===== src/core/ascp_pkg.sv =====
// Constants for the serial control port host controller
package ascp_pkg;

  localparam int FRAME_BITS = 24;
  localparam int CMD_BITS = 8;
  localparam logic [4:0] LAST_BIT_IDX = 5'h17;
  localparam logic [4:0] TURN_BIT_IDX = 5'h07;
  localparam logic [4:0] DATA_BIT_IDX = 5'h08;
  localparam logic [1:0] FIXED_PATTERN = 2'h2;
  localparam logic DIR_READ = 1'b1;
  localparam logic DIR_WRITE = 1'b0;

  // Device register map, one address per register
  localparam logic [3:0] REG_MAIN_CONFIGURATION = 4'h0;
  localparam logic [3:0] REG_RESERVED_SLOT_ONE = 4'h1;
  localparam logic [3:0] REG_FIRST_CHANNEL_OFFSET = 4'h2;
  localparam logic [3:0] REG_FIRST_CHANNEL_RANGE = 4'h3;
  localparam logic [3:0] REG_CALIBRATION_ADJUST = 4'h4;
  localparam logic [3:0] REG_CALIBRATION_VALUES = 4'h5;
  localparam logic [3:0] REG_BIAS_ADJUST = 4'h6;
  localparam logic [3:0] REG_INTERLEAVE_TIMING_ADJUST = 4'h7;
  localparam logic [3:0] REG_RESERVED_SLOT_EIGHT = 4'h8;
  localparam logic [3:0] REG_RESERVED_SLOT_NINE = 4'h9;
  localparam logic [3:0] REG_SECOND_CHANNEL_OFFSET = 4'ha;
  localparam logic [3:0] REG_SECOND_CHANNEL_RANGE = 4'hb;
  localparam logic [3:0] REG_SAMPLE_DELAY_COARSE = 4'hc;
  localparam logic [3:0] REG_SAMPLE_DELAY_FINE = 4'hd;
  localparam logic [3:0] REG_MULTI_CHIP_SYNC = 4'he;
  localparam logic [3:0] REG_RESERVED_SLOT_FIFTEEN = 4'hf;

  localparam logic [15:0] BIAS_FULL_RATE = 16'h1c00;
  localparam logic [15:0] DATA_RESET = 16'h0000;

  // One less than the cycles the mode pin is held high for a register reset
  localparam logic [7:0] PIN_RESET_CYC = 8'h04;
  localparam int HALF_DIV_DEFAULT = 4;

  typedef enum logic [2:0] {
    ST_IDLE = 3'b000,
    ST_SETUP = 3'b001,
    ST_LOW = 3'b010,
    ST_HIGH = 3'b011,
    ST_HOLD = 3'b100,
    ST_GAP = 3'b101,
    ST_PINRST = 3'b110
  } ascp_state_e;

endpackage


===== src/core/ascp_host.sv =====
// Host controller driving the converter's serial control port
`timescale 1ns/10ps
module ascp_host
  import ascp_pkg::*;
#(
  parameter int HALF_DIV = HALF_DIV_DEFAULT
) (
  // Clock, reset, enable
  input wire logic SYS_CLK,
  input wire logic SRST,
  input wire logic CLK_EN,
  // Mode and configuration
  input wire logic EXT_MODE_EN,
  input wire logic AUTO_BIAS,
  input wire logic THREE_WIRE,
  input wire logic REG_RESET_REQ,
  // Command port
  input wire logic CMD_VALID,
  output logic CMD_READY,
  input wire logic CMD_READ,
  input wire logic [3:0] CMD_ADDR,
  input wire logic [15:0] CMD_WDATA,
  // Response port
  output logic RSP_VALID,
  output logic [15:0] RSP_RDATA,
  output logic BUSY,
  // Device pins
  output logic EXTENDED_MODE_PIN_N,
  output logic SERIAL_SELECT_N,
  output logic SERIAL_CLK,
  output logic SERIAL_IN_LINE_O,
  output logic SERIAL_IN_LINE_OE,
  input wire logic SERIAL_OUT_LINE
);

  localparam logic [7:0] HALF_LAST = 8'(HALF_DIV - 1);

  ascp_state_e state_r;
  logic [7:0] hc_r;
  logic [4:0] bit_idx_r;
  logic [23:0] sh_r;
  logic [15:0] rx_r;
  logic rd_r;
  logic three_r;
  logic user_r;
  logic sel_n_r;
  logic sclk_r;
  logic pin_n_r;
  logic bias_pend_r;
  logic ext_d_r;
  logic rsp_r;
  logic [15:0] rdata_r;
  logic so_meta_r;
  logic so_sync_r;
  logic half_done;
  logic mode_ok;
  logic take_bias;
  logic take_user;
  logic turned;

  assign half_done = (hc_r == 8'h00);
  // Commands only make sense while the pin selects extended mode; waiting one
  // edge after entry lets a pending bias write claim the first frame
  assign mode_ok = EXT_MODE_EN && !pin_n_r && ext_d_r && (state_r == ST_IDLE);
  assign take_bias = mode_ok && bias_pend_r;
  assign take_user = mode_ok && !bias_pend_r && CMD_VALID && !REG_RESET_REQ;
  assign CMD_READY = mode_ok && !bias_pend_r && !REG_RESET_REQ;
  // Hand the shared line to the device from the 8th bit onward of a read
  assign turned = three_r && (rd_r == DIR_READ) && (bit_idx_r >= TURN_BIT_IDX);

  assign SERIAL_SELECT_N = sel_n_r;
  assign SERIAL_CLK = sclk_r;
  assign SERIAL_IN_LINE_O = sh_r[FRAME_BITS-1];
  assign SERIAL_IN_LINE_OE = !sel_n_r && !turned;
  assign EXTENDED_MODE_PIN_N = pin_n_r;
  assign RSP_VALID = rsp_r;
  assign RSP_RDATA = rdata_r;
  assign BUSY = (state_r != ST_IDLE);

  // Device output comes from another timing domain
  always_ff @(posedge SYS_CLK) begin
    if (SRST) begin
      so_meta_r <= 1'b0;
      so_sync_r <= 1'b0;
    end else if (CLK_EN) begin
      so_meta_r <= SERIAL_OUT_LINE;
      so_sync_r <= so_meta_r;
    end
  end

  // Pending bias write whenever extended mode is entered while auto bias is enabled
  always_ff @(posedge SYS_CLK) begin
    if (SRST) begin
      ext_d_r <= 1'b0;
      bias_pend_r <= 1'b0;
    end else if (CLK_EN) begin
      ext_d_r <= EXT_MODE_EN && !pin_n_r;
      if (EXT_MODE_EN && !pin_n_r && !ext_d_r && AUTO_BIAS) begin
        bias_pend_r <= 1'b1;
      end else if (take_bias || !EXT_MODE_EN) begin
        bias_pend_r <= 1'b0;
      end
    end
  end

  // Main sequencer; the serial clock is derived by dividing SYS_CLK
  always_ff @(posedge SYS_CLK) begin
    if (SRST) begin
      state_r <= ST_IDLE;
      hc_r <= 8'h00;
      bit_idx_r <= 5'h00;
      sh_r <= 24'h00_0000;
      rd_r <= DIR_WRITE;
      three_r <= 1'b0;
      user_r <= 1'b0;
      sel_n_r <= 1'b1;
      sclk_r <= 1'b0;
      pin_n_r <= 1'b1;
    end else if (CLK_EN) begin
      hc_r <= half_done ? 8'h00 : hc_r - 8'h01;
      case (state_r)
        ST_IDLE: begin
          sclk_r <= 1'b0;
          sel_n_r <= 1'b1;
          bit_idx_r <= 5'h00;
          if (!EXT_MODE_EN) begin
            // Pin high holds device registers at default
            pin_n_r <= 1'b1;
          end else if (pin_n_r) begin
            pin_n_r <= 1'b0;
          end else if (REG_RESET_REQ) begin
            pin_n_r <= 1'b1;
            hc_r <= PIN_RESET_CYC;
            state_r <= ST_PINRST;
          end else if (take_bias || take_user) begin
            rd_r <= take_user ? CMD_READ : DIR_WRITE;
            three_r <= THREE_WIRE;
            user_r <= take_user;
            // Direction, fixed pair, address, spare bit, data
            if (take_user) begin
              sh_r <= {CMD_READ, FIXED_PATTERN, CMD_ADDR, 1'b0,
                       CMD_READ ? DATA_RESET : CMD_WDATA};
            end else begin
              sh_r <= {DIR_WRITE, FIXED_PATTERN, REG_BIAS_ADJUST, 1'b0,
                       BIAS_FULL_RATE};
            end
            sel_n_r <= 1'b0;
            hc_r <= HALF_LAST;
            state_r <= ST_SETUP;
          end
        end
        ST_SETUP: begin
          if (half_done) begin
            sclk_r <= 1'b1;
            hc_r <= HALF_LAST;
            state_r <= ST_HIGH;
          end
        end
        ST_LOW: begin
          if (half_done) begin
            sclk_r <= 1'b1;
            hc_r <= HALF_LAST;
            state_r <= ST_HIGH;
          end
        end
        ST_HIGH: begin
          if (half_done) begin
            // Data moves only as the clock falls
            sclk_r <= 1'b0;
            hc_r <= HALF_LAST;
            if (bit_idx_r == LAST_BIT_IDX) begin
              state_r <= ST_HOLD;
            end else begin
              bit_idx_r <= bit_idx_r + 5'h01;
              sh_r <= {sh_r[FRAME_BITS-2:0], 1'b0};
              state_r <= ST_LOW;
            end
          end
        end
        ST_HOLD: begin
          if (half_done) begin
            // Select rises only once all 24 clocks are out
            sel_n_r <= 1'b1;
            hc_r <= HALF_LAST;
            state_r <= ST_GAP;
          end
        end
        ST_GAP: begin
          if (half_done) begin
            state_r <= ST_IDLE;
          end
        end
        ST_PINRST: begin
          if (half_done) begin
            pin_n_r <= 1'b0;
            state_r <= ST_IDLE;
          end
        end
        default: begin
          state_r <= ST_IDLE;
          sel_n_r <= 1'b1;
          sclk_r <= 1'b0;
        end
      endcase
    end
  end

  // Read data sampled late in the high phase: a full period after the
  // device moved it, which covers the two-stage synchroniser
  always_ff @(posedge SYS_CLK) begin
    if (SRST) begin
      rx_r <= DATA_RESET;
    end else if (CLK_EN) begin
      if (state_r == ST_HIGH && half_done && bit_idx_r >= DATA_BIT_IDX) begin
        rx_r <= {rx_r[14:0], so_sync_r};
      end
    end
  end

  always_ff @(posedge SYS_CLK) begin
    if (SRST) begin
      rsp_r <= 1'b0;
      rdata_r <= DATA_RESET;
    end else if (CLK_EN) begin
      rsp_r <= 1'b0;
      if (state_r == ST_HOLD && half_done && user_r) begin
        rsp_r <= 1'b1;
        rdata_r <= (rd_r == DIR_READ) ? rx_r : DATA_RESET;
      end
    end
  end

  sclk_low_sel_a: assert property (@(posedge SYS_CLK) disable iff (SRST)
    sclk_r |-> !sel_n_r)
    else $error("serial clock high outside a frame");

  frame_len_a: assert property (@(posedge SYS_CLK) disable iff (SRST)
    (state_r == ST_HOLD) |-> (bit_idx_r == LAST_BIT_IDX))
    else $error("frame ended without 24 bits");

  line_turn_a: assert property (@(posedge SYS_CLK) disable iff (SRST)
    (three_r && rd_r && !sel_n_r && bit_idx_r >= TURN_BIT_IDX) |-> !SERIAL_IN_LINE_OE)
    else $error("host drives shared line during read data");

  sel_rise_a: assert property (@(posedge SYS_CLK) disable iff (SRST)
    $rose(sel_n_r) |-> ($past(state_r) == ST_HOLD && !sclk_r))
    else $error("select released before the 24th clock");

  sel_gap_a: assert property (@(posedge SYS_CLK) disable iff (SRST || !CLK_EN)
    $rose(sel_n_r) |=> sel_n_r)
    else $error("select not toggled between accesses");

  fixed_bits_a: assert property (@(posedge SYS_CLK) disable iff (SRST)
    (state_r == ST_HIGH && bit_idx_r == 5'h01) |-> SERIAL_IN_LINE_O == FIXED_PATTERN[1])
    else $error("second frame bit is not one");

  fixed_zero_a: assert property (@(posedge SYS_CLK) disable iff (SRST)
    (state_r == ST_HIGH && bit_idx_r == 5'h02) |-> SERIAL_IN_LINE_O == FIXED_PATTERN[0])
    else $error("third frame bit is not zero");

  edge_data_a: assert property (@(posedge SYS_CLK) disable iff (SRST)
    ($changed(SERIAL_IN_LINE_O) && !sel_n_r) |-> !sclk_r)
    else $error("host data changed while clock high");

  dir_bit_a: assert property (@(posedge SYS_CLK) disable iff (SRST)
    (state_r == ST_HIGH && bit_idx_r == 5'h00) |-> SERIAL_IN_LINE_O == rd_r)
    else $error("direction bit wrong");

  mode_idle_a: assert property (@(posedge SYS_CLK) disable iff (SRST)
    pin_n_r |-> (sel_n_r && !sclk_r && !CMD_READY))
    else $error("access attempted outside extended mode");

  // Command and response handshake
  rsp_pulse_a: assert property (@(posedge SYS_CLK) disable iff (SRST || !CLK_EN)
    rsp_r |=> !rsp_r)
    else $error("response valid longer than one cycle");

  rsp_sel_a: assert property (@(posedge SYS_CLK) disable iff (SRST)
    rsp_r |-> sel_n_r)
    else $error("response given while select still low");

  rsp_user_a: assert property (@(posedge SYS_CLK) disable iff (SRST)
    rsp_r |-> user_r)
    else $error("response given for an internal frame");

  rsp_write_a: assert property (@(posedge SYS_CLK) disable iff (SRST)
    (rsp_r && rd_r == DIR_WRITE) |-> (rdata_r == DATA_RESET))
    else $error("write response carries data");

  ready_idle_a: assert property (@(posedge SYS_CLK) disable iff (SRST)
    CMD_READY |-> !BUSY)
    else $error("command accepted while busy");

  ready_mode_a: assert property (@(posedge SYS_CLK) disable iff (SRST)
    CMD_READY |-> !pin_n_r)
    else $error("command accepted outside extended mode");

  bias_first_a: assert property (@(posedge SYS_CLK) disable iff (SRST)
    bias_pend_r |-> !CMD_READY)
    else $error("user command ahead of bias write");

  // Pin and select framing
  busy_sel_a: assert property (@(posedge SYS_CLK) disable iff (SRST)
    !BUSY |-> sel_n_r)
    else $error("select low while idle");

  oe_sel_a: assert property (@(posedge SYS_CLK) disable iff (SRST)
    SERIAL_IN_LINE_OE |-> !sel_n_r)
    else $error("host drives line outside a frame");

  four_wire_oe_a: assert property (@(posedge SYS_CLK) disable iff (SRST)
    (!three_r && !sel_n_r) |-> SERIAL_IN_LINE_OE)
    else $error("four-wire data line released in frame");

  write_oe_a: assert property (@(posedge SYS_CLK) disable iff (SRST)
    (rd_r == DIR_WRITE && !sel_n_r) |-> SERIAL_IN_LINE_OE)
    else $error("write data line released in frame");

  pre_turn_a: assert property (@(posedge SYS_CLK) disable iff (SRST)
    (!sel_n_r && bit_idx_r < TURN_BIT_IDX) |-> SERIAL_IN_LINE_OE)
    else $error("command bits not driven");

  spare_bit_a: assert property (@(posedge SYS_CLK) disable iff (SRST)
    (state_r == ST_HIGH && bit_idx_r == TURN_BIT_IDX && SERIAL_IN_LINE_OE)
    |-> !SERIAL_IN_LINE_O)
    else $error("spare frame bit not zero");

  bit_range_a: assert property (@(posedge SYS_CLK) disable iff (SRST)
    bit_idx_r <= LAST_BIT_IDX)
    else $error("bit counter beyond frame end");

  pinrst_sel_a: assert property (@(posedge SYS_CLK) disable iff (SRST)
    (state_r == ST_PINRST) |-> (pin_n_r && sel_n_r))
    else $error("register reset pulse overlaps a frame");

  // Serial clock phases
  setup_low_a: assert property (@(posedge SYS_CLK) disable iff (SRST)
    (state_r == ST_SETUP) |-> (!sclk_r && !sel_n_r))
    else $error("select setup phase wrong");

  low_phase_a: assert property (@(posedge SYS_CLK) disable iff (SRST)
    (state_r == ST_LOW) |-> !sclk_r)
    else $error("serial clock high in low phase");

  high_phase_a: assert property (@(posedge SYS_CLK) disable iff (SRST)
    (state_r == ST_HIGH) |-> sclk_r)
    else $error("serial clock low in high phase");

  hold_low_a: assert property (@(posedge SYS_CLK) disable iff (SRST)
    (state_r == ST_HOLD) |-> (!sclk_r && !sel_n_r))
    else $error("hold phase framing wrong");

  gap_idle_a: assert property (@(posedge SYS_CLK) disable iff (SRST)
    (state_r == ST_GAP) |-> (sel_n_r && !sclk_r))
    else $error("select not high in gap");

  idle_park_a: assert property (@(posedge SYS_CLK) disable iff (SRST)
    (state_r == ST_IDLE) |-> !sclk_r)
    else $error("serial clock not parked low");

  // A low enable must freeze the link mid-frame as well
  freeze_state_a: assert property (@(posedge SYS_CLK) disable iff (SRST)
    !CLK_EN |=> $stable(state_r))
    else $error("state moved while enable low");

  freeze_clk_a: assert property (@(posedge SYS_CLK) disable iff (SRST)
    !CLK_EN |=> ($stable(sclk_r) && $stable(sel_n_r)))
    else $error("link moved while enable low");

endmodule


===== config.mk =====
export PLATFORM = sky130hd
export DESIGN_NAME = ascp_host
export DESIGN_NICKNAME = d
export VERILOG_FILES = /design/src/core/ascp_pkg.sv /design/src/core/ascp_host.sv
export SDC_FILE = /design/constraint.sdc
export NUM_CORES = 1
export LEC_CHECK = 0
export ABC_AREA = 1
export BUFFER_PORTS_ARGS = -buffer_cell sky130_fd_sc_hd__buf_2
export CAP_MARGIN = 20
export CORE_MARGIN = 2
export CORE_UTILIZATION = 51
export CTS_CLUSTER_DIAMETER = 100
export DETAILED_ROUTE_END_ITERATION = 8
export PLACE_DENSITY = 0.75
export SYNTH_ARGS = -nofsm -noshare
export SYNTH_HDL_FRONTEND = slang
export SYNTH_SLANG_ARGS = --single-unit

===== constraint.sdc =====
create_clock -name SYS_CLK -period 1.8 [get_ports SYS_CLK]
set_input_delay 0.18 -clock SYS_CLK [delete_from_list [all_inputs] [get_ports SYS_CLK]]
set_output_delay 0.18 -clock SYS_CLK [all_outputs]
set_load 0.02 [all_outputs]

* After elaboration in Yosys (flattened, before gate mapping)
Index checks and enable logic that the tools add are counted.
** Cells by class
- Mux-type cells :: 46
- Reduce and logical (&&, ||, !) cells :: 47
- Equality and inequality tests :: 18
- Shifts and indexed selects :: 0
- Multiply operators :: 0
- Bitwise operators :: 4
- Order comparisons :: 2
- Div/mod/pow operators :: 0
- Add/sub/neg operators :: 2
** Operator list (number)
- $mux 24 :: 7
- $mux 8 :: 6
- $pmux 24 s2 :: 1
- $mux 16 :: 2
- $mux 3 :: 9
- $logic_and 1x1->1 :: 17
- $pmux 8 s2 :: 1
- $reduce_and 8->1 :: 2
- $pmux 3 s5 :: 1
- $ne 2x2->1 const B :: 7
- $mux 1 :: 13
- $mux 5 :: 2
- $pmux 5 s2 :: 1
- $eq 3x3->1 const B :: 3
- $logic_not 8->1 :: 1
- $reduce_and 4->1 :: 2
- $sub 8x1->8 const B :: 1
- $logic_not 1->1 :: 7
- $eq 3x2->1 const B :: 2
- $ne 2x1->1 const B :: 3
- $pmux 1 s3 :: 2
- $reduce_and 2->1 :: 3
- $reduce_and 3->1 :: 2
- $reduce_and 6->1 :: 1
- 16 further kinds :: 23
** Storage, ports and cells
- Register bits after elaboration :: 83
- Bits in writable memories :: 0
- Output and inout port bits :: 24
- Input port bits :: 30
- Memories kept :: 0
- Memory bits (read-only) :: 0
- Logic and storage cells :: 136
- Bits in latches :: 0

* Depth between registers and ports, before layout
Gate-level depths: netlist of the first run.
- Depth in word-level cells :: 13
- Gate-level depth with buffers :: 12

* Worst setup path after synthesis of the first run
No wires, ideal clock.
- Path type :: reg2reg
- From :: register hc_r[0]
- To :: register sh_r[7]
- Required time :: 1.687 ns
- Setup time :: 0.113 ns
- Stages on the path, launching flop included :: 12
- Slack :: 0.037 ns
- Arrival :: 1.650 ns
- Cell sequence :: dfxtp_1 > inv_1 > ha_1 > nand2_1 > nor2_1 > nand3_1 > a21oi_4 > nand2_1 > buf_6 > buf_4 > nor2_1 > nor2_1
** Between the ends
- Cells in the longest elaborated chain, start to end :: 3
** Ends and longest elaborated chain
- start: declaration :: RTL line ascp_host.sv:39 : logic [7:0] hc_r;
- start signal: assignment :: RTL line ascp_host.sv:120 : hc_r <= half_done ? 8'h00 : hc_r - 8'h01;
- $logic_not 8->1 :: RTL line ascp_host.sv:61 : assign half_done = (hc_r == 8'h00);
- $ne 2x2->1 (no source line)
- $reduce_and 8->1 (no source line)
- end signal: assignment :: RTL line ascp_host.sv:141 : sh_r <= {CMD_READ, FIXED_PATTERN, CMD_ADDR, 1'b0,
- end signal: assignment :: RTL line ascp_host.sv:144 : sh_r <= {DIR_WRITE, FIXED_PATTERN, REG_BIAS_ADJUST, 1'b0,
- end signal: assignment :: RTL line ascp_host.sv:175 : sh_r <= {sh_r[FRAME_BITS-2:0], 1'b0};
- end: declaration :: RTL line ascp_host.sv:41 : logic [23:0] sh_r;
Every way passes these cells.
A chain may end at the register's enable or synchronous reset.

* Worst setup path in the final report of the first run
- From :: register hc_r[1]
- To :: register sh_r[23]
Same word-level chain as after synthesis.

==> results of run 1 <==
-- layout by cell type (no fill, tap or decap), types with 4 or more instances in the layout --
cell | Yosys | final
nand2_1 | 159 | 158
nor2_1 | 110 | 109
inv_1 | 95 | 94
dfxtp_1 | 83 | 82
o21ai_0 | 56 | 55
buf_2 | 3 | 53
a21oi_1 | 44 | 44
nand3_1 | 37 | 35
buf_4 | 1 | 14
o22ai_1 | 11 | 11
clkbuf_8 | 0 | 9
inv_2 | 3 | 4
nor2_4 | 1 | 4
nand2_2 | 3 | 4
xor2_1 | 4 | 4
-- worst register-to-register path: cells and delay by family (launching register included) --
family | cells | cell delay (ns)
DFF | 1 | 0.32
and+or+nand+nor | 6 | 0.66
buffers and inverters | 2 | 0.31
AOI/OAI and AO/OA | 1 | 0.16
adders and majority gates | 1 | 0.17
-- per-stage QoR --
step                TNS (ns)  hold slack [ns]  util (%)
finish                     0          0.09101     61.92
global route        -0.01285          0.08917     61.92
CTS                        0          0.08240     60.83
detailed placement         0           0.4384     58.16
global placement           0           0.4309     58.16
floorplan                  0           0.3149         -
-- where the power goes --
part	total [W]	internal (W)	switching, W
logic	0.00167	0.000615	0.00105
registers	0.00218	0.00204	0.000139
clock network	0.00144	0.000773	0.000666
total	0.00529	0.00343	0.00186
-- how the worst min path moves through the flow --
stage	start	to	slack, ns	depth (start not counted)
after floorplan	THREE_WIRE	three_r	0.31	2
after global placement	THREE_WIRE	three_r	0.43	3
after detailed placement	THREE_WIRE	three_r	0.44	3
after CTS	SERIAL_OUT_LINE	so_meta_r	0.08	3
after global routing	SERIAL_OUT_LINE	so_meta_r	0.09	3
final	SERIAL_OUT_LINE	so_meta_r	0.09	3
-- routing by layer --
layer | vias to the layer above | track usage [%]
met5 | - | 0
met4 | 0 | 5.193
met3 | 14 | 5.906
met2 | 110 | 40.65
met1 | 1846 | 28.39
li1 | 2128 | -
-- flip-flops by register name, summed over array words and instances, names as in the netlist, 3 cells and up --
signal     count
sh_r          24
RSP_RDATA     16
rx_r          16
hc_r           8
bit_idx_r      5
state_r        3
-- cells by family after synthesis --
logic type,count (synthesis),share of synthesized area (%)
flops,83,39.89
xor+xnor,5,1.051
buf+inv,129,12.17
fa+ha+maj,3,0.9013
simple gates,320,30.94
compound gates,117,15.05
-- what timing repair did --
item,CTS,global route
cloned,0,1
hold buffers,0,0
endpoints found under the hold margin,0,0
pin swaps,0,2
gates resized for setup,1,13
setup endpoints to repair,8,65
buffers inserted,0,1
-- cell type report --
class,instances,area [µm²],area share [%]
Inverter,99,371.6,7.686
Clock buffer,10,127.6,2.640
Multi-Input combinational cell,445,2051,42.42
Clock inverter,5,78.83,1.630
Tap cell,102,127.6,2.640
Timing Repair Buffer,69,415.4,8.592
Sequential cell,83,1663,34.39
==> flow_summary_export.csv, run 1 <==
group,metric,value,unit
routing,drtPass1Iterations,5,
floorplan,core,7807,µm²
logic_synthesis,netlist_top_cells_count,"nand2_1 (159), nor2_1 (110), inv_1 (95), dfxtp_1 (83), o21ai_0 (56)",
routing,drc_errors,0,
grt,first_global_vias,3707,
cells_and_area,fin_cells,813,
clock_tree,tritoncts,"built",
floorplan,die_h,94.37,µm
cells_and_area,num_antenna_cells,0,
routing,antenna_left,0,
job,maxCapViolations,0,
floorplan,ios,54,
power,p_leak,2.434,nW
critical_path,r2r-start,"hc_r[1]",
critical_path,cp.arrival,1.95,ns
critical_path,endpoint,"sh_r[23]",
min_path,hold_class,"in2reg",
critical_path,start_kind,"flop",
grt,grt_overflow_total,0,
sta,fin_worst_skew,0.008444,ns
logic_synthesis,yosysWarnings,0,
placement,post-place-ws,0.03430,ns
clock_tree,cts.sinks,83,
run_status,status,"complete, no violations",
sta,setup_viol,0,
routing,wl,9702,µm
cells_and_area,layout.nets,740,
critical_path,slowest_stage,"dfxtp_1",
placement,port_buffers,53,
routing,wl_per_cell,11.93,µm
critical_path,worstRegToRegCells,10,
critical_path,cp.depth,10,
critical_path,worstPathCellList,"inv_1 -> ha_4 -> nand2_1 -> nor2_2 -> nand3_2 -> a21oi_4 -> nand2_2 -> clkbuf_16 -> nor2_1 -> nor2_1",
clock_tree,cts_buffers,9,
critical_path,path_common_cell,"nor2_1",
placement,placedInstanceArea,4541,µm²
grt,grt_usage,23.06,%
logic_synthesis,ys_seq_area_share,39.89,%
placement,place_inst,796,
routing,wl_met1,4350,µm
cells_and_area,syn_to_final_growth,16.07,%
logic_synthesis,synth_seq_cells,83,
sta,worstMarginPinSlew,0.5042,ns
critical_path,crit_fanout,19,
logic_synthesis,synth_edf_count,0,
routing,met2_wirelength,4671,µm
logic_synthesis,synth.cell_area,4165,µm²
routing,wl_met3,570,µm
logic_synthesis,netlist_top_cells_area,"dfxtp_1 (40%), nand2_1 (14%), nor2_1 (9.9%)",
cells_and_area,layout-drive-gt1-share,14.91,%
critical_path,r2r_end,"sh_r[23]",
floorplan,dieArea,8906,µm²
routing,drtIter0Drc,255,
routing,avgViaCountPerCell,5.041,
power,power_per_cell_area,1094,nW/µm²
logic_synthesis,async_flop_share,0,%
logic_synthesis,synth_most_common_cell,"nand2_1",
sta,final_hold_viol_count,0,
routing,top_layer,"met4",
critical_path,critPathBufInv,2,
floorplan,die_w,94.37,µm
placement,place_hpwl,6529,µm
critical_path,path_class,"reg2reg",
logic_synthesis,synthDistinctLibCells,29,
grt,grt_antenna_before_repair,0,
routing,vias,4098,
sta,finalMaxSlewViolations,0,
sta,slew_headroom,66.18,%
logic_synthesis,syn_inst,657,
sta,layout_min_cycle_time,1.703,ns
critical_path,critical_path.top_delay_family,"simple AND/OR/NAND/NOR gates",
logic_synthesis,yosysTopAreaCellShare,39.89,%
sta,fmaxAchievable,587.3,MHz
floorplan,initial_core_util,53.35,%
critical_path,crit_start,"hc_r[1]",
placement,gp_congestion,0.9180,
sta,finalCritPeriodShare,94.59,%
critical_path,cp_slowest_stage_delay,0.32,ns
critical_path,r2r_slack,0.1,ns
clock_tree,cts_buffer_depth,2,
floorplan,rows,32,
grt,grt_max_degree,50,
clock_tree,htree_levels,3,
logic_synthesis,syn_area_per_cell,6.340,µm²
clock_tree,clk_latency,0.35,ns
critical_path,required,2.04,ns
clock_tree,clkTransAtPathRegs,0.08,ns
logic_synthesis,yosysTopAreaCell,"dfxtp_1",
logic_synthesis,synth_nets,690,
grt,grt_pass1_wl,16350,µm
clock_tree,cts_root_buf,"clkbuf_8",
power,p_total,0.005287,W
logic_synthesis,synthFlopType,"dfxtp_1",
critical_path,end_kind,"flop",
cells_and_area,fillerInstances,749,
power,ir_worst_vdd,0.7235,mV
sta,setup_slack,0.09734,ns
cells_and_area,post-route-cell-area,4835,µm²
(Power assumes the default switching activity.)
==> run 2: changes to the inputs <==
--- a/config.mk
+++ b/config.mk
@@ -8,11 +8,13 @@
 export ABC_AREA = 1
 export BUFFER_PORTS_ARGS = -buffer_cell sky130_fd_sc_hd__buf_2
 export CAP_MARGIN = 20
+export CORE_ASPECT_RATIO = 1.5
 export CORE_MARGIN = 2
 export CORE_UTILIZATION = 51
 export CTS_CLUSTER_DIAMETER = 100
 export DETAILED_ROUTE_END_ITERATION = 8
-export PLACE_DENSITY = 0.75
+export GPL_TIMING_DRIVEN = 1
+export PLACE_DENSITY = 0.78
 export SYNTH_ARGS = -nofsm -noshare
 export SYNTH_HDL_FRONTEND = slang
 export SYNTH_SLANG_ARGS = --single-unit
==> flow_summary_export.csv, run 2 (synthesis results as in run 1) <==
group,metric,value,unit
power,ir_worst_vdd,0.6286,mV
floorplan,dieArea,8921,µm²
routing,drtIter0Drc,203,
critical_path,worstPathCellList,"nor2_2 -> nand3_1 -> nor2_1 -> buf_4 -> buf_2",
cells_and_area,syn_to_final_growth,18.50,%
power,p_total,0.005687,W
min_path,hold_class,"in2reg",
floorplan,core,7958,µm²
sta,setup_viol,0,
grt,grt_max_degree,50,
critical_path,start_kind,"flop",
sta,fmaxAchievable,584.6,MHz
cells_and_area,top_register,"sh_r",
cells_and_area,num_antenna_cells,0,
floorplan,die_w,77.79,µm
sta,finalMaxSlewViolations,0,
sta,worstMarginPinSlew,0.5027,ns
critical_path,cp.arrival,1.53,ns
cells_and_area,mostFrequentLayoutCells,"nand2_1 (157), nor2_1 (109), inv_1 (94)",
sta,rsz0062_at_grt,"yes",
floorplan,ios,54,
routing,drc_errors,0,
placement,port_buffers,53,
routing,vias,4063,
critical_path,required,1.62,ns
routing,drtPass1Iterations,5,
cells_and_area,largest_register_ffs,24,
run_status,status,"complete, no violations",
clock_tree,htree_levels,3,
routing,avgViaCountPerCell,4.979,
critical_path,crit_fanout,8,
floorplan,rows,40,
clock_tree,cts_root_buf,"clkbuf_16",
cells_and_area,mostFrequentLayoutCell,"nand2_1",
cells_and_area,layout.nets,739,
sta,slew_headroom,66.28,%
sta,final_hold_viol_count,0,
critical_path,critPathBufInv,2,
clock_tree,clk_latency,0.34,ns
sta,fin_worst_skew,0.005732,ns
critical_path,critical_path.top_delay_family,"simple AND/OR/NAND/NOR gates",
grt,first_global_vias,3850,
clock_tree,tritoncts,"built",
routing,wl,9625,µm
job,maxCapViolations,0,
routing,antenna_left,0,
clock_tree,clkTransAtPathRegs,0.06,ns
grt,grt_overflow_total,0,
clock_tree,cts_buffers,9,
clock_tree,post_cts_buffers,0,
grt,grt_pass1_wl,16440,µm
critical_path,end_kind,"primary output",
clock_tree,cts.sinks,83,
cells_and_area,layout-drive-gt1-share,15.33,%
placement,place_hpwl,6542,µm
routing,wl_per_cell,11.80,µm
grt,grt_antenna_before_repair,0,
sta,layout_min_cycle_time,1.710,ns
placement,gp_congestion,0.8730,
sta,hold_slack,0.06993,ns
floorplan,die_h,114.7,µm
power,power_per_cell_area,1152,nW/µm²
power,p_leak,2.474,nW
critical_path,cp_slowest_stage_delay,0.36,ns
grt,grt_usage,22.83,%
sta,tns,0,ns
critical_path,path_class,"reg2out",
cells_and_area,final_util,62.03,%
floorplan,initial_core_util,52.34,%
critical_path,slowest_stage,"dfxtp_2",
sta,finalCritPeriodShare,95.03,%
clock_tree,cts_buffer_depth,2,
cells_and_area,fillerInstances,734,
==> run 2: timing repair <==
action | 4_1_cts | 5_1_grt
resized for setup | 0 | 18
endpoints found under the hold margin | 0 | 0
setup endpoints to repair | 0 | 55
hold buffers | 0 | 0
==> run 2: report_power, final <==
group,switching (W),internal [W],total [W]
clock network,0.000735,0.00112,0.00185
registers,0.000139,0.00205,0.00219
logic,0.00105,0.000599,0.00165
==> run 2: tightest hold or removal path: stages <==
cell and delay [ns]:
buf_2 0.08, nor2_1 0.03, nor2_1 0.08
==> run 2: cell type report <==
class	instances	area (µm²)	area share, %
multi-input combinational	445	2039	41.32
sequential	83	1667	33.76
clock buffer	11	242.7	4.918
tap	105	131.4	2.662
inverter	99	374.1	7.579
clock inverter	5	61.31	1.242
timing repair buffer	68	420.4	8.517
==> run 2: routing by layer <==
layer | vias to the layer above | GRT usage, % | routed length, µm
met5 | - | 0 | 0
met4 | 0 | 12.26 | 309
met3 | 20 | 3.864 | 328
met2 | 89 | 42.07 | 4959
met1 | 1818 | 24.48 | 4027
li1 | 2136 | - | -
==> run 2: worst paths after layout <==
path	to	depth (start not counted)	slack [ns]	from
worst max-delay path	CMD_READY	5	0.09	state_r[0]
worst min-delay path	so_meta_r	3	0.07	SERIAL_OUT_LINE
worst max register to register	sh_r[15]	10	0.12	hc_r[1]
worst min register to register	rx_r[15]	2	0.44	rx_r[15]
==> run 2: stage by stage <==
| stage | cell area [µm²] | instances | setup slack [ns] |
|---|---|---|---|
| global placement | 4557 | 799 | 0.07452 |
| floorplan | 4165 | 657 | 0.03740 |
| finish | 4936 | 816 | 0.08953 |
| global route | 4936 | 816 | -0.01117 |
| detailed placement | 4557 | 799 | 0.05239 |
| CTS | 4861 | 815 | 0.01878 |
==> run 3: changes to the inputs <==
--- a/config.mk
+++ b/config.mk
@@ -10,11 +10,11 @@
 export CAP_MARGIN = 20
 export CORE_ASPECT_RATIO = 1.5
 export CORE_MARGIN = 2
-export CORE_UTILIZATION = 51
+export CORE_UTILIZATION = 52
 export CTS_CLUSTER_DIAMETER = 100
 export DETAILED_ROUTE_END_ITERATION = 8
 export GPL_TIMING_DRIVEN = 1
-export PLACE_DENSITY = 0.78
+export PLACE_DENSITY = 0.79
 export SYNTH_ARGS = -nofsm -noshare
 export SYNTH_HDL_FRONTEND = slang
 export SYNTH_SLANG_ARGS = --single-unit
==> flow_summary_export.csv, run 3 (synthesis results as in run 1) <==
group,metric,value,unit
routing,antenna_left,0,
floorplan,die_w,77.08,µm
routing,drc_errors,0,
critical_path,crit_fanout,19,
power,ir_worst_vdd,0.6612,mV
sta,setup_viol,0,
cells_and_area,regArea,1663,µm²
sta,fin_worst_skew,0.006023,ns
min_path,hold_class,"in2reg",
grt,grt_max_degree,50,
critical_path,cp.arrival,1.95,ns
sta,finalMaxSlewViolations,0,
cells_and_area,layout.nets,739,
cells_and_area,layout-drive-gt1-share,14.91,%
routing,vias,4035,
grt,first_global_vias,3730,
grt,grt_usage,22.09,%
clock_tree,cts_buffers,9,
cells_and_area,final_util,62.20,%
floorplan,ios,54,
job,maxCapViolations,0,
placement,post-place-ws,0.02341,ns
cells_and_area,largest_register_ffs,24,
critical_path,end_kind,"flop",
sta,worstMarginPinSlew,0.4822,ns
power,power_per_cell_area,1152,nW/µm²
sta,layout_min_cycle_time,1.713,ns
floorplan,dieArea,8757,µm²
routing,drtPass1Iterations,4,
routing,wl_per_cell,11.62,µm
clock_tree,cts_buffer_depth,2,
routing,wl,9482,µm
clock_tree,clk_latency,0.34,ns
clock_tree,cts.sinks,83,
cells_and_area,num_antenna_cells,0,
power,p_leak,2.471,nW
sta,final_hold_viol_count,0,
routing,drtIter0Drc,188,
cells_and_area,fillerInstances,753,
clock_tree,clkTransAtPathRegs,0.06,ns
critical_path,path_class,"reg2reg",
clock_tree,htree_levels,3,
cells_and_area,mostFrequentLayoutCell,"nand2_1",
critical_path,required,2.04,ns
sta,rsz0062_at_grt,"yes",
cells_and_area,mostFrequentLayoutCells,"nand2_1 (158), nor2_1 (109), inv_1 (95)",
sta,finalCritPeriodShare,95.14,%
grt,grt_overflow_total,0,
sta,fmaxAchievable,583.9,MHz
run_status,status,"complete, no violations",
grt,grt_antenna_before_repair,0,
clock_tree,cts_root_buf,"clkbuf_16",
clock_tree,tritoncts,"built",
floorplan,die_h,113.6,µm
floorplan,rows,40,
floorplan,core,7908,µm²
placement,gp_congestion,0.9169,
critical_path,start_kind,"flop",
cells_and_area,multi_input_area,2042,µm²
routing,avgViaCountPerCell,4.945,
placement,place_hpwl,6380,µm
grt,grt_pass1_wl,15810,µm
placement,port_buffers,53,
cells_and_area,top_register,"sh_r",
floorplan,initial_core_util,52.67,%
cells_and_area,fin_cells,816,
placement,place_inst,799,
sta,setup_slack,0.08749,ns
sta,slew_headroom,67.65,%
cells_and_area,syn_to_final_growth,18.08,%
critical_path,r2r_slack,0.09,ns
run 3: final timing paths:
check / startpoint / end / depth (start not counted)
worst max register to register: state_r[1] / sh_r[16] / 9
worst min register to register: rx_r[15] / rx_r[15] / 2
worst min-delay path: SERIAL_OUT_LINE / so_meta_r / 3
worst max-delay path: state_r[1] / sh_r[16] / 9
run 3: layout make-up:
cell class / count / share of cell area, %
Clock inverter: 7 / 1.526
Multi-Input combinational cell: 445 / 41.52
Timing Repair Buffer: 68 / 8.293
Tap cell: 105 / 2.671
Clock buffer: 9 / 4.579
Inverter: 99 / 7.606
Sequential cell: 83 / 33.81
run 3: worst max-delay path: stages, from the launching register on:
cell	delay, ns
dfxtp_1	0.37
nor2_2	0.19
nand2_2	0.12
nor2_2	0.16
o211ai_2	0.16
nand2_1	0.16
nand2_4	0.09
clkbuf_16	0.19
nor2_1	0.11
nor2_1	0.06
run 3: repair_timing:
action,4_1_cts,5_1_grt
hold buffers,0,0
resized for setup,0,14
setup endpoints to repair,0,66
setup buffers,0,0
run 3: per-layer routing:
layer | GRT usage (%) | wire [µm] | up-vias
li1 | - | - | 2135
met3 | 3.165 | 362 | 21
met5 | 0 | 0 | -
met4 | 13.81 | 311 | 0
met2 | 40.82 | 4848 | 93
met1 | 23.41 | 3960 | 1786
run 3: stage by stage:
| step | setup TNS [ns] | instance area [µm²] | total power [W] | hold slack (ns) |
|---|---|---|---|---|
| global route | -0.1433 | 4918 | 0.006009 | 0.07791 |
| global placement | 0 | 4544 | 0.003664 | 0.4179 |
| CTS | 0 | 4845 | 0.005557 | 0.06915 |
| detailed placement | 0 | 4544 | 0.003710 | 0.4266 |
| floorplan | 0 | 4165 | 0.003369 | 0.3149 |
| finish | 0 | 4918 | 0.005665 | 0.06839 |
run 3: power breakdown:
part | internal (W) | total (W) | switching [W]
clock | 0.00108 | 0.00185 | 0.000770
combinational | 0.000593 | 0.00163 | 0.00104
sequential | 0.00205 | 0.00218 | 0.000134
total | 0.00372 | 0.00566 | 0.00194
